==> src/rtl/cca_pkg.sv <==
// package: register indices, field positions and timing for the counter array
package cca_pkg;
  localparam int ModuleCount = 5;
  localparam int FirstPinBit = 3;
  localparam int ExtCountPinBit = 2;
  // register indices; byte address is four times the index
  localparam logic [9:0] ControlIdx = 10'h0d8;
  localparam logic [9:0] ModeIdx = 10'h0d9;
  localparam logic [9:0] ModuleModeIdx = 10'h0da;
  localparam logic [9:0] CountLowIdx = 10'h0e0;
  localparam logic [9:0] CountHighIdx = 10'h0e1;
  localparam logic [9:0] ValueLowIdx = 10'h0e2;
  localparam logic [9:0] ValueHighIdx = 10'h0e7;
  // counter_control fields
  localparam int OverflowFlagBit = 7;
  localparam int RunControlBit = 6;
  // counter_mode fields
  localparam int IdleGateBit = 7;
  localparam int WatchdogEnBit = 6;
  localparam int SourceSelLoBit = 1;
  localparam int OverflowIrqEnBit = 0;
  // module_mode fields
  localparam int ModuleIrqEnBit = 0;
  localparam int PwmModeBit = 1;
  localparam int FlipOnHitBit = 2;
  localparam int HitFlagEnBit = 3;
  localparam int FallingCapBit = 4;
  localparam int RisingCapBit = 5;
  localparam int ComparatorEnBit = 6;
  // reset values and writable masks
  localparam logic [7:0] ControlReset = 8'h00;
  localparam logic [7:0] ModeReset = 8'h00;
  localparam logic [7:0] ModuleModeReset = 8'h00;
  localparam logic [7:0] ValueReset = 8'h00;
  localparam logic [15:0] CountReset = 16'h0000;
  localparam logic [7:0] ModeWriteMask = 8'hc7;
  localparam logic [7:0] ModuleModeWriteMask = 8'h7f;
  // oscillator prescale
  localparam int OscDivide = 6;
  localparam logic [2:0] PrescaleLast = 3'(OscDivide - 1);
  typedef enum logic [1:0] {
    SrcOscA = 2'b00,
    SrcOscB = 2'b01,
    SrcTimer0 = 2'b10,
    SrcExternal = 2'b11
  } count_source_t;
endpackage : cca_pkg

==> src/rtl/counter_array_capture_compare.sv <==
// counter array: shared 16-bit counter and five capture/compare modules
// Operation
// - one 16-bit counter feeds five modules
// - module n uses port bit 3+n
// - counter bytes readable, live, count up
// - source select: osc/6, timer0, external pin
// - idle gate stops counter during idle
// - mode bit 6 enables module-4 watchdog
// - overflow irq enable gates overflow request
// - run control bit starts and stops counter
// - overflow flag set by hw, sw clears
// - module flags set on hit or capture
// - all flags share one request line
// - module irq enable gates its flag
// - module mode bit 1 selects pulse width
// - flip-on-hit inverts pin on compare hit
// - hit flag enable sets flag on hit
// - capture on falling, rising or both edges
// - comparator enable arms the compare
// - value registers capture counter, hold compare
// - pwm pin high once low byte reaches value
// - pwm low value reloads at byte wrap
`timescale 1ns/100ps
`default_nettype none
module counter_array_capture_compare (
  input wire logic clk,
  input wire logic rst,
  input wire logic clkEn,
  input wire logic psel,
  input wire logic penable,
  input wire logic pwrite,
  input wire logic [11:0] paddr,
  input wire logic [31:0] pwdata,
  output logic [31:0] prdata,
  output logic pready,
  output logic pslverr,
  input wire logic cpuIdle,
  input wire logic timer0Overflow,
  input wire logic [7:0] port1PinIn,
  output logic [7:0] port1PinOut,
  output logic [7:0] port1PinOeN,
  output logic irqRequest,
  output logic module4WatchdogEnable
);
  localparam int N = cca_pkg::ModuleCount;
  localparam logic [9:0] ModW = 10'(cca_pkg::ModuleCount);

  logic [9:0] idx;
  logic aligned;
  logic wrEn;
  logic accessReadyQ;
  logic mapped;
  logic [7:0] rdData;
  logic [9:0] offMode;
  logic [9:0] offLow;
  logic [9:0] offHigh;
  logic ctlWr;
  logic overflowFlagQ;
  logic runControlQ;
  logic [N-1:0] eventFlagsQ;
  logic [N-1:0] eventSet;
  logic [N-1:0] irqEnVec;
  logic [7:0] modeQ;
  logic [15:0] counterQ;
  logic [15:0] cntNext;
  logic [2:0] prescaleQ;
  logic [2:0] extSyncQ;
  logic extLevelQ;
  logic extFall;
  logic srcPulse;
  logic runGate;
  logic tick;
  logic overflow;
  logic wrap8;
  logic [7:0] modeArr [N];
  logic [7:0] loArr [N];
  logic [7:0] hiArr [N];
  logic [N-1:0] outQ;
  logic [N-1:0] oeNQ;
  cca_pkg::count_source_t srcSel;

  // apb slave: data latched in setup, answer in first access cycle
  assign idx = paddr[11:2];
  assign aligned = (paddr[1:0] == 2'b00);
  assign pready = psel & penable & accessReadyQ & clkEn;
  assign wrEn = pready & pwrite;
  assign offMode = idx - cca_pkg::ModuleModeIdx;
  assign offLow = idx - cca_pkg::ValueLowIdx;
  assign offHigh = idx - cca_pkg::ValueHighIdx;

  always_comb begin
    rdData = 8'h00;
    mapped = 1'b1;
    if (!aligned) begin
      mapped = 1'b0;
    end else if (idx == cca_pkg::ControlIdx) begin
      rdData = {overflowFlagQ, runControlQ, 1'b0, eventFlagsQ};
    end else if (idx == cca_pkg::ModeIdx) begin
      rdData = modeQ;
    end else if (offMode < ModW) begin
      rdData = modeArr[offMode[2:0]];
    end else if (idx == cca_pkg::CountLowIdx) begin
      rdData = counterQ[7:0];
    end else if (idx == cca_pkg::CountHighIdx) begin
      rdData = counterQ[15:8];
    end else if (offLow < ModW) begin
      rdData = loArr[offLow[2:0]];
    end else if (offHigh < ModW) begin
      rdData = hiArr[offHigh[2:0]];
    end else begin
      mapped = 1'b0;
    end
  end

  always_ff @(posedge clk) begin
    if (rst) begin
      prdata <= 32'h0000_0000;
      pslverr <= 1'b0;
      accessReadyQ <= 1'b0;
    end else if (clkEn) begin
      if (psel && !penable) begin
        prdata <= pwrite ? 32'h0000_0000 : {24'h00_0000, rdData};
        pslverr <= ~mapped;
        accessReadyQ <= 1'b1;
      end else if (pready) begin
        accessReadyQ <= 1'b0;
      end
    end
  end

  // counter mode register
  always_ff @(posedge clk) begin
    if (rst) begin
      modeQ <= cca_pkg::ModeReset;
    end else if (clkEn && wrEn && idx == cca_pkg::ModeIdx) begin
      modeQ <= pwdata[7:0] & cca_pkg::ModeWriteMask;
    end
  end

  assign module4WatchdogEnable = modeQ[cca_pkg::WatchdogEnBit];

  // external count pin: three flops, change once last two agree
  always_ff @(posedge clk) begin
    if (rst) begin
      extSyncQ <= 3'h0;
      extLevelQ <= 1'b0;
    end else if (clkEn) begin
      extSyncQ <= {extSyncQ[1:0], port1PinIn[cca_pkg::ExtCountPinBit]};
      if (extSyncQ[1] == extSyncQ[2]) begin
        extLevelQ <= extSyncQ[2];
      end
    end
  end

  assign extFall = ~extSyncQ[1] & ~extSyncQ[2] & extLevelQ;

  always_ff @(posedge clk) begin
    if (rst) begin
      prescaleQ <= 3'h0;
    end else if (clkEn) begin
      if (prescaleQ == cca_pkg::PrescaleLast) begin
        prescaleQ <= 3'h0;
      end else begin
        prescaleQ <= prescaleQ + 3'h1;
      end
    end
  end

  assign srcSel = cca_pkg::count_source_t'(
    modeQ[cca_pkg::SourceSelLoBit +: 2]);

  always_comb begin
    case (srcSel)
      cca_pkg::SrcTimer0: srcPulse = timer0Overflow;
      cca_pkg::SrcExternal: srcPulse = extFall;
      default: srcPulse = (prescaleQ == cca_pkg::PrescaleLast);
    endcase
  end

  assign runGate = runControlQ
    & ~(modeQ[cca_pkg::IdleGateBit] & cpuIdle);
  assign tick = clkEn & runGate & srcPulse;
  assign cntNext = counterQ + 16'h0001;
  assign overflow = tick & (counterQ == 16'hffff);
  assign wrap8 = tick & (counterQ[7:0] == 8'hff);

  // shared up counter, software may load either byte
  always_ff @(posedge clk) begin
    if (rst) begin
      counterQ <= cca_pkg::CountReset;
    end else if (clkEn) begin
      if (wrEn && idx == cca_pkg::CountLowIdx) begin
        counterQ[7:0] <= pwdata[7:0];
      end else if (wrEn && idx == cca_pkg::CountHighIdx) begin
        counterQ[15:8] <= pwdata[7:0];
      end else if (tick) begin
        counterQ <= cntNext;
      end
    end
  end

  // control flags: hardware set beats a software clear
  assign ctlWr = wrEn && (idx == cca_pkg::ControlIdx);

  always_ff @(posedge clk) begin
    if (rst) begin
      overflowFlagQ <= cca_pkg::ControlReset[cca_pkg::OverflowFlagBit];
      runControlQ <= cca_pkg::ControlReset[cca_pkg::RunControlBit];
      eventFlagsQ <= cca_pkg::ControlReset[N-1:0];
    end else if (clkEn) begin
      overflowFlagQ <= overflow
        | (ctlWr ? pwdata[cca_pkg::OverflowFlagBit] : overflowFlagQ);
      eventFlagsQ <= eventSet
        | (ctlWr ? pwdata[N-1:0] : eventFlagsQ);
      if (ctlWr) begin
        runControlQ <= pwdata[cca_pkg::RunControlBit];
      end
    end
  end

  assign irqRequest = (overflowFlagQ
    & modeQ[cca_pkg::OverflowIrqEnBit])
    | |(eventFlagsQ & irqEnVec);

  assign port1PinOut[cca_pkg::FirstPinBit-1:0] = '0;
  assign port1PinOeN[cca_pkg::FirstPinBit-1:0] = '1;

  genvar n;
  for (n = 0; n < N; n++) begin : g_mod
    logic [2:0] syncQ;
    logic levelQ;
    logic capture;
    logic hit;
    logic pwm;
    logic wrMode;
    logic wrLo;
    logic wrHi;
    logic pinQ;

    assign wrMode = wrEn && idx == 10'(cca_pkg::ModuleModeIdx + n);
    assign wrLo = wrEn && idx == 10'(cca_pkg::ValueLowIdx + n);
    assign wrHi = wrEn && idx == 10'(cca_pkg::ValueHighIdx + n);
    assign pwm = modeArr[n][cca_pkg::PwmModeBit];
    assign irqEnVec[n] = modeArr[n][cca_pkg::ModuleIrqEnBit];

    // module pin sampled through three flops
    always_ff @(posedge clk) begin
      if (rst) begin
        syncQ <= 3'h0;
        levelQ <= 1'b0;
      end else if (clkEn) begin
        syncQ <= {syncQ[1:0], port1PinIn[cca_pkg::FirstPinBit + n]};
        if (syncQ[1] == syncQ[2]) begin
          levelQ <= syncQ[2];
        end
      end
    end

    assign capture = clkEn & (
      (modeArr[n][cca_pkg::RisingCapBit]
        & syncQ[1] & syncQ[2] & ~levelQ)
      | (modeArr[n][cca_pkg::FallingCapBit]
        & ~syncQ[1] & ~syncQ[2] & levelQ));
    assign hit = modeArr[n][cca_pkg::ComparatorEnBit]
      & tick & (cntNext == {hiArr[n], loArr[n]});
    assign eventSet[n] = capture
      | (hit & modeArr[n][cca_pkg::HitFlagEnBit]);

    always_ff @(posedge clk) begin
      if (rst) begin
        modeArr[n] <= cca_pkg::ModuleModeReset;
      end else if (clkEn && wrMode) begin
        modeArr[n] <= pwdata[7:0] & cca_pkg::ModuleModeWriteMask;
      end
    end

    always_ff @(posedge clk) begin
      if (rst) begin
        loArr[n] <= cca_pkg::ValueReset;
        hiArr[n] <= cca_pkg::ValueReset;
      end else if (clkEn) begin
        if (wrLo) begin
          loArr[n] <= pwdata[7:0];
        end else if (capture) begin
          loArr[n] <= counterQ[7:0];
        end else if (pwm && wrap8) begin
          loArr[n] <= hiArr[n];
        end
        if (wrHi) begin
          hiArr[n] <= pwdata[7:0];
        end else if (capture) begin
          hiArr[n] <= counterQ[15:8];
        end
      end
    end

    // pin drive: pwm level or toggled compare output
    always_ff @(posedge clk) begin
      if (rst) begin
        pinQ <= 1'b0;
        outQ[n] <= 1'b0;
        oeNQ[n] <= 1'b1;
      end else if (clkEn) begin
        if (hit && modeArr[n][cca_pkg::FlipOnHitBit]) begin
          pinQ <= ~pinQ;
        end
        outQ[n] <= pwm ? (counterQ[7:0] >= loArr[n]) : pinQ;
        oeNQ[n] <= ~(pwm | modeArr[n][cca_pkg::FlipOnHitBit]);
      end
    end

    assign port1PinOut[cca_pkg::FirstPinBit + n] = outQ[n];
    assign port1PinOeN[cca_pkg::FirstPinBit + n] = oeNQ[n];

  end
endmodule : counter_array_capture_compare
`default_nettype wire

==> config.mk <==
export PLATFORM = sky130hd
export DESIGN_NAME = counter_array_capture_compare
export DESIGN_NICKNAME = d
export VERILOG_FILES = /design/src/rtl/cca_pkg.sv /design/src/rtl/counter_array_capture_compare.sv
export SDC_FILE = /design/constraint.sdc
export NUM_CORES = 1
export LEC_CHECK = 0
export BUFFER_PORTS_ARGS = -buffer_cell sky130_fd_sc_hd__buf_2
export CAP_MARGIN = 10
export CORE_MARGIN = 1.5
export CORE_UTILIZATION = 35
export DETAILED_ROUTE_END_ITERATION = 12
export PLACE_DENSITY_LB_ADDON = 0.3
export RECOVER_POWER = 50
export SYNTH_ARGS = -nofsm -noshare
export SYNTH_HDL_FRONTEND = slang
export SYNTH_SLANG_ARGS = --single-unit
==> constraint.sdc <==
create_clock -name clk -period 7.1 [get_ports clk]
set_input_delay 2.13 -clock clk [delete_from_list [all_inputs] [get_ports clk]]
set_output_delay 2.13 -clock clk [all_outputs]
set_load 0.01 [all_outputs]
==> impl_metrics.env <==
export IMPL_grt_met2_usage_pct=40.14
export IMPL_htree_levels=4
export IMPL_tightestPinTransition_ps=2148
export IMPL_instances_no_fill=2036
export IMPL_initial_utilization_pct=35.40
export IMPL_peakVddDrop_mv=0.1575
export IMPL_finalSetupTns_ps=0
export IMPL_drt_first_iter_violations=1776
export IMPL_p_int_mw=1.821
export IMPL_p_seq_share_pct=49.0
export IMPL_grt_busiest_layer="met2"
export IMPL_die_area_um2=41400
export IMPL_switching_power_mw=0.7741
export IMPL_dp_hpwl_um=38850
export IMPL_swShare_pct=29.83
export IMPL_worstSetupStartpointType="input port"
export IMPL_async_reset_ff_share_pct=0
export IMPL_required_ps=7410
export IMPL_drtPass1Iterations=6
export IMPL_clockBufferDepth=2
export IMPL_fp_dieH_um=203.5
export IMPL_port_buffers=55
export IMPL_yosysUniqueCellTypes=86
export IMPL_max_freq_mhz=169.8
export IMPL_rrSetupSlack_ps=2180
export IMPL_drive_gt1_share_pct=10.13
export IMPL_violations="max-capacitance violations, max-slew violations"
export IMPL_grt_usage_pct=26.37
export IMPL_rsz0062_at_grt="no"
export IMPL_placed_cells=2002
export IMPL_pin_count=112
export IMPL_synthFlopType="edfxtp_1"
export IMPL_core_area_um2=39730
export IMPL_path_clk_slew_ps=90
export IMPL_synth_edf_count=115
export IMPL_grt_pass1_wl_um=79460
export IMPL_clock_root_buffer="clkbuf_16"
export IMPL_cts_setup_buffers=0
export IMPL_cts_buffers=17
export IMPL_wl_um=54970
export IMPL_worst_hold_path_type="flop to flop"
export IMPL_clockPowerShare_pct=41.2
export IMPL_cts_tree="yes"
export IMPL_cts_hold_buffers=0
export IMPL_cts_sinks=195
export IMPL_area_growth_pct=8.220
export IMPL_die_w_um=203.5
export IMPL_slew_headroom_pct=-43.21
export IMPL_drtAntennaViolNets=0
export IMPL_wl_per_cell_um=27.00
export IMPL_power_density_nw_per_um2=170.5
export IMPL_seq_area_frac_synth_pct=35.94
export IMPL_routabilityCongestion=0.9977
export IMPL_combPwrFrac_pct=9.8
export IMPL_outcome="finished with violations"
export IMPL_antenna_found_initial=2
export IMPL_leakage_nw=5.768
export IMPL_avgSynthCellArea_um2=9.383
export IMPL_finalSetupViolations=0
export IMPL_maxSlewViolCount=74
export IMPL_grt_pass1_vias=11610
export IMPL_layout_min_cycle_time_ps=5889
export IMPL_post_cts_resized=0
export IMPL_fin_skew_ps=18.64
export IMPL_crit_type="input port to flop"
export IMPL_cap_violations=2
export IMPL_worstSkewPairLatency_ps=460
export IMPL_drc_errors=0
export IMPL_grt_overflow_total=0
export IMPL_min_period_over_period_pct=82.94
export IMPL_gr_usage_met3_pct=6.456
export IMPL_whs_ps=473.8
export IMPL_met1_usage_pct=35.09
export IMPL_netlist_area_um2=14060
export IMPL_row_count=73
export IMPL_vias_per_cell=6.145
export IMPL_ys_warn_count=0
export IMPL_end_kind="flop"
export IMPL_critPathMaxFanout=24
export IMPL_grt_max_degree=59
export IMPL_ys_ff_latch=195
export IMPL_syn_inst=1499
export IMPL_finalHoldViolations=0
export IMPL_crit_arrival_ps=6200
export IMPL_nets=1606
export IMPL_vias=12510
-- registers in the layout, summed over array words and instances (netlist names), 8 cells and up --
register	cells
hiArr	40
counterQ	16
loArr	40
g_mod.syncQ	15
modeArr	35
prdata	8
-- metal layers --
metal	vias to the layer above	wire (um)
li1	5510	-
met1	6012	22070
met2	835	23970
met3	154	6192
met4	0	2732
met5	-	0
-- metrics by stage --
| stage | power [mW] | cell area [um^2] | util [%] | worst slack (ps) |
|---|---|---|---|---|
| 2_1_floorplan | 1.449 | 14170 | - | 2014 |
| 6_report | 2.595 | 15220 | 38.31 | 1211 |
| 3_3_place_gp | 1.539 | 14600 | 36.75 | 1756 |
| 5_1_grt | 2.665 | 15220 | 38.30 | 1045 |
| 3_5_place_dp | 1.542 | 14600 | 36.75 | 1787 |
| 4_1_cts | 2.599 | 15250 | 38.39 | 2027 |
-- synthesized netlist by cell type (19+ instances only) --
cell      count  area, um^2
inv_1        64       240.2
and2_1       48       300.3
mux2i_1      48       480.5
mux4_2       23       518.0
dfxtp_1      80        1602
buf_2        21       105.1
nand3_1      38       190.2
a22oi_1      36       270.3
o21ai_0      74       370.4
nor2_1      125       469.2
a21oi_1      53       265.3
clkbuf_1     59       221.5
ha_1         49       613.1
nor3_1       45       225.2
a211oi_1     19       142.6
xnor2_1      50       437.9
buf_4        39       292.8
a22o_1       36       315.3
nand2b_1     27       168.9
nand4_1      20       125.1
edfxtp_1    115        3453
nand2_1     138       518.0
-- kinds of logic after synthesis --
family                   share of synthesized area, %
AND/OR/NAND/NOR                                 21.61
AO/OA/AOI/OAI                                   16.96
flip-flops                                      35.94
buffers and inverters                           6.645
XOR/XNOR                                        6.610
multiplexers                                    7.820
adder cells (fa/ha/maj)                         4.359
other                                         0.05340
-- worst max-delay path, cell delays in order --
cell and delay [ps]:
clkbuf_1 1370, inv_1 330, ha_1 360, and2_0 230, nand2_1 430, nor2_1 130, nor3_1 890, a22oi_1 190
nand2_1 140
-- placed cells by master (no fill, tap or decap), drive strengths merged, types with 12 or more instances in the layout --
cell type / instances
nand2: 138
o21ai: 75
xnor2: 50
o221ai: 14
conb: 30
a21oi: 53
xor2: 15
and3: 12
edfxtp: 115
xnor3: 16
a22oi: 36
nor3: 49
inv: 76
o31ai: 16
dfxtp: 80
nand3: 39
a21o: 16
nand4: 22
clkbuf: 41
mux2i: 48
nand2b: 27
a22o: 36
nor4: 17
nor2: 128
a211oi: 19
and2: 49
mux4: 23
buf: 57
ha: 49
-- worst paths after layout --
kind,from,to,cells past startpoint
hold / removal,prdata[7],prdata[7],2
setup reg to reg,counterQ[0],g_mod[1].pinQ,7
hold reg to reg,prdata[7],prdata[7],2
setup / recovery,paddr[3],loArr[2][6],9
-- power by group through the flow --
stage	clock, mW	sequential [mW]	combinational (mW)
6_report	1.07	1.27	0.253
5_1_grt	1.12	1.27	0.269
4_1_cts	1.08	1.27	0.247
3_5_place_dp	0	1.30	0.246
3_3_place_gp	0	1.30	0.244
2_1_floorplan	0	1.27	0.176
-- cell type report --
cell class | instances | area, um^2
tap | 525 | 656.9
timing repair buffer | 81 | 437.9
inverter | 65 | 244.0
antenna | 1 | 2.502
clock inverter | 15 | 225.2
fill | 3956 | 24510
multi-input combinational | 1137 | 8174
clock buffer | 17 | 425.4
sequential | 195 | 5055
Note: power is estimated with default switching activity, not from simulation.
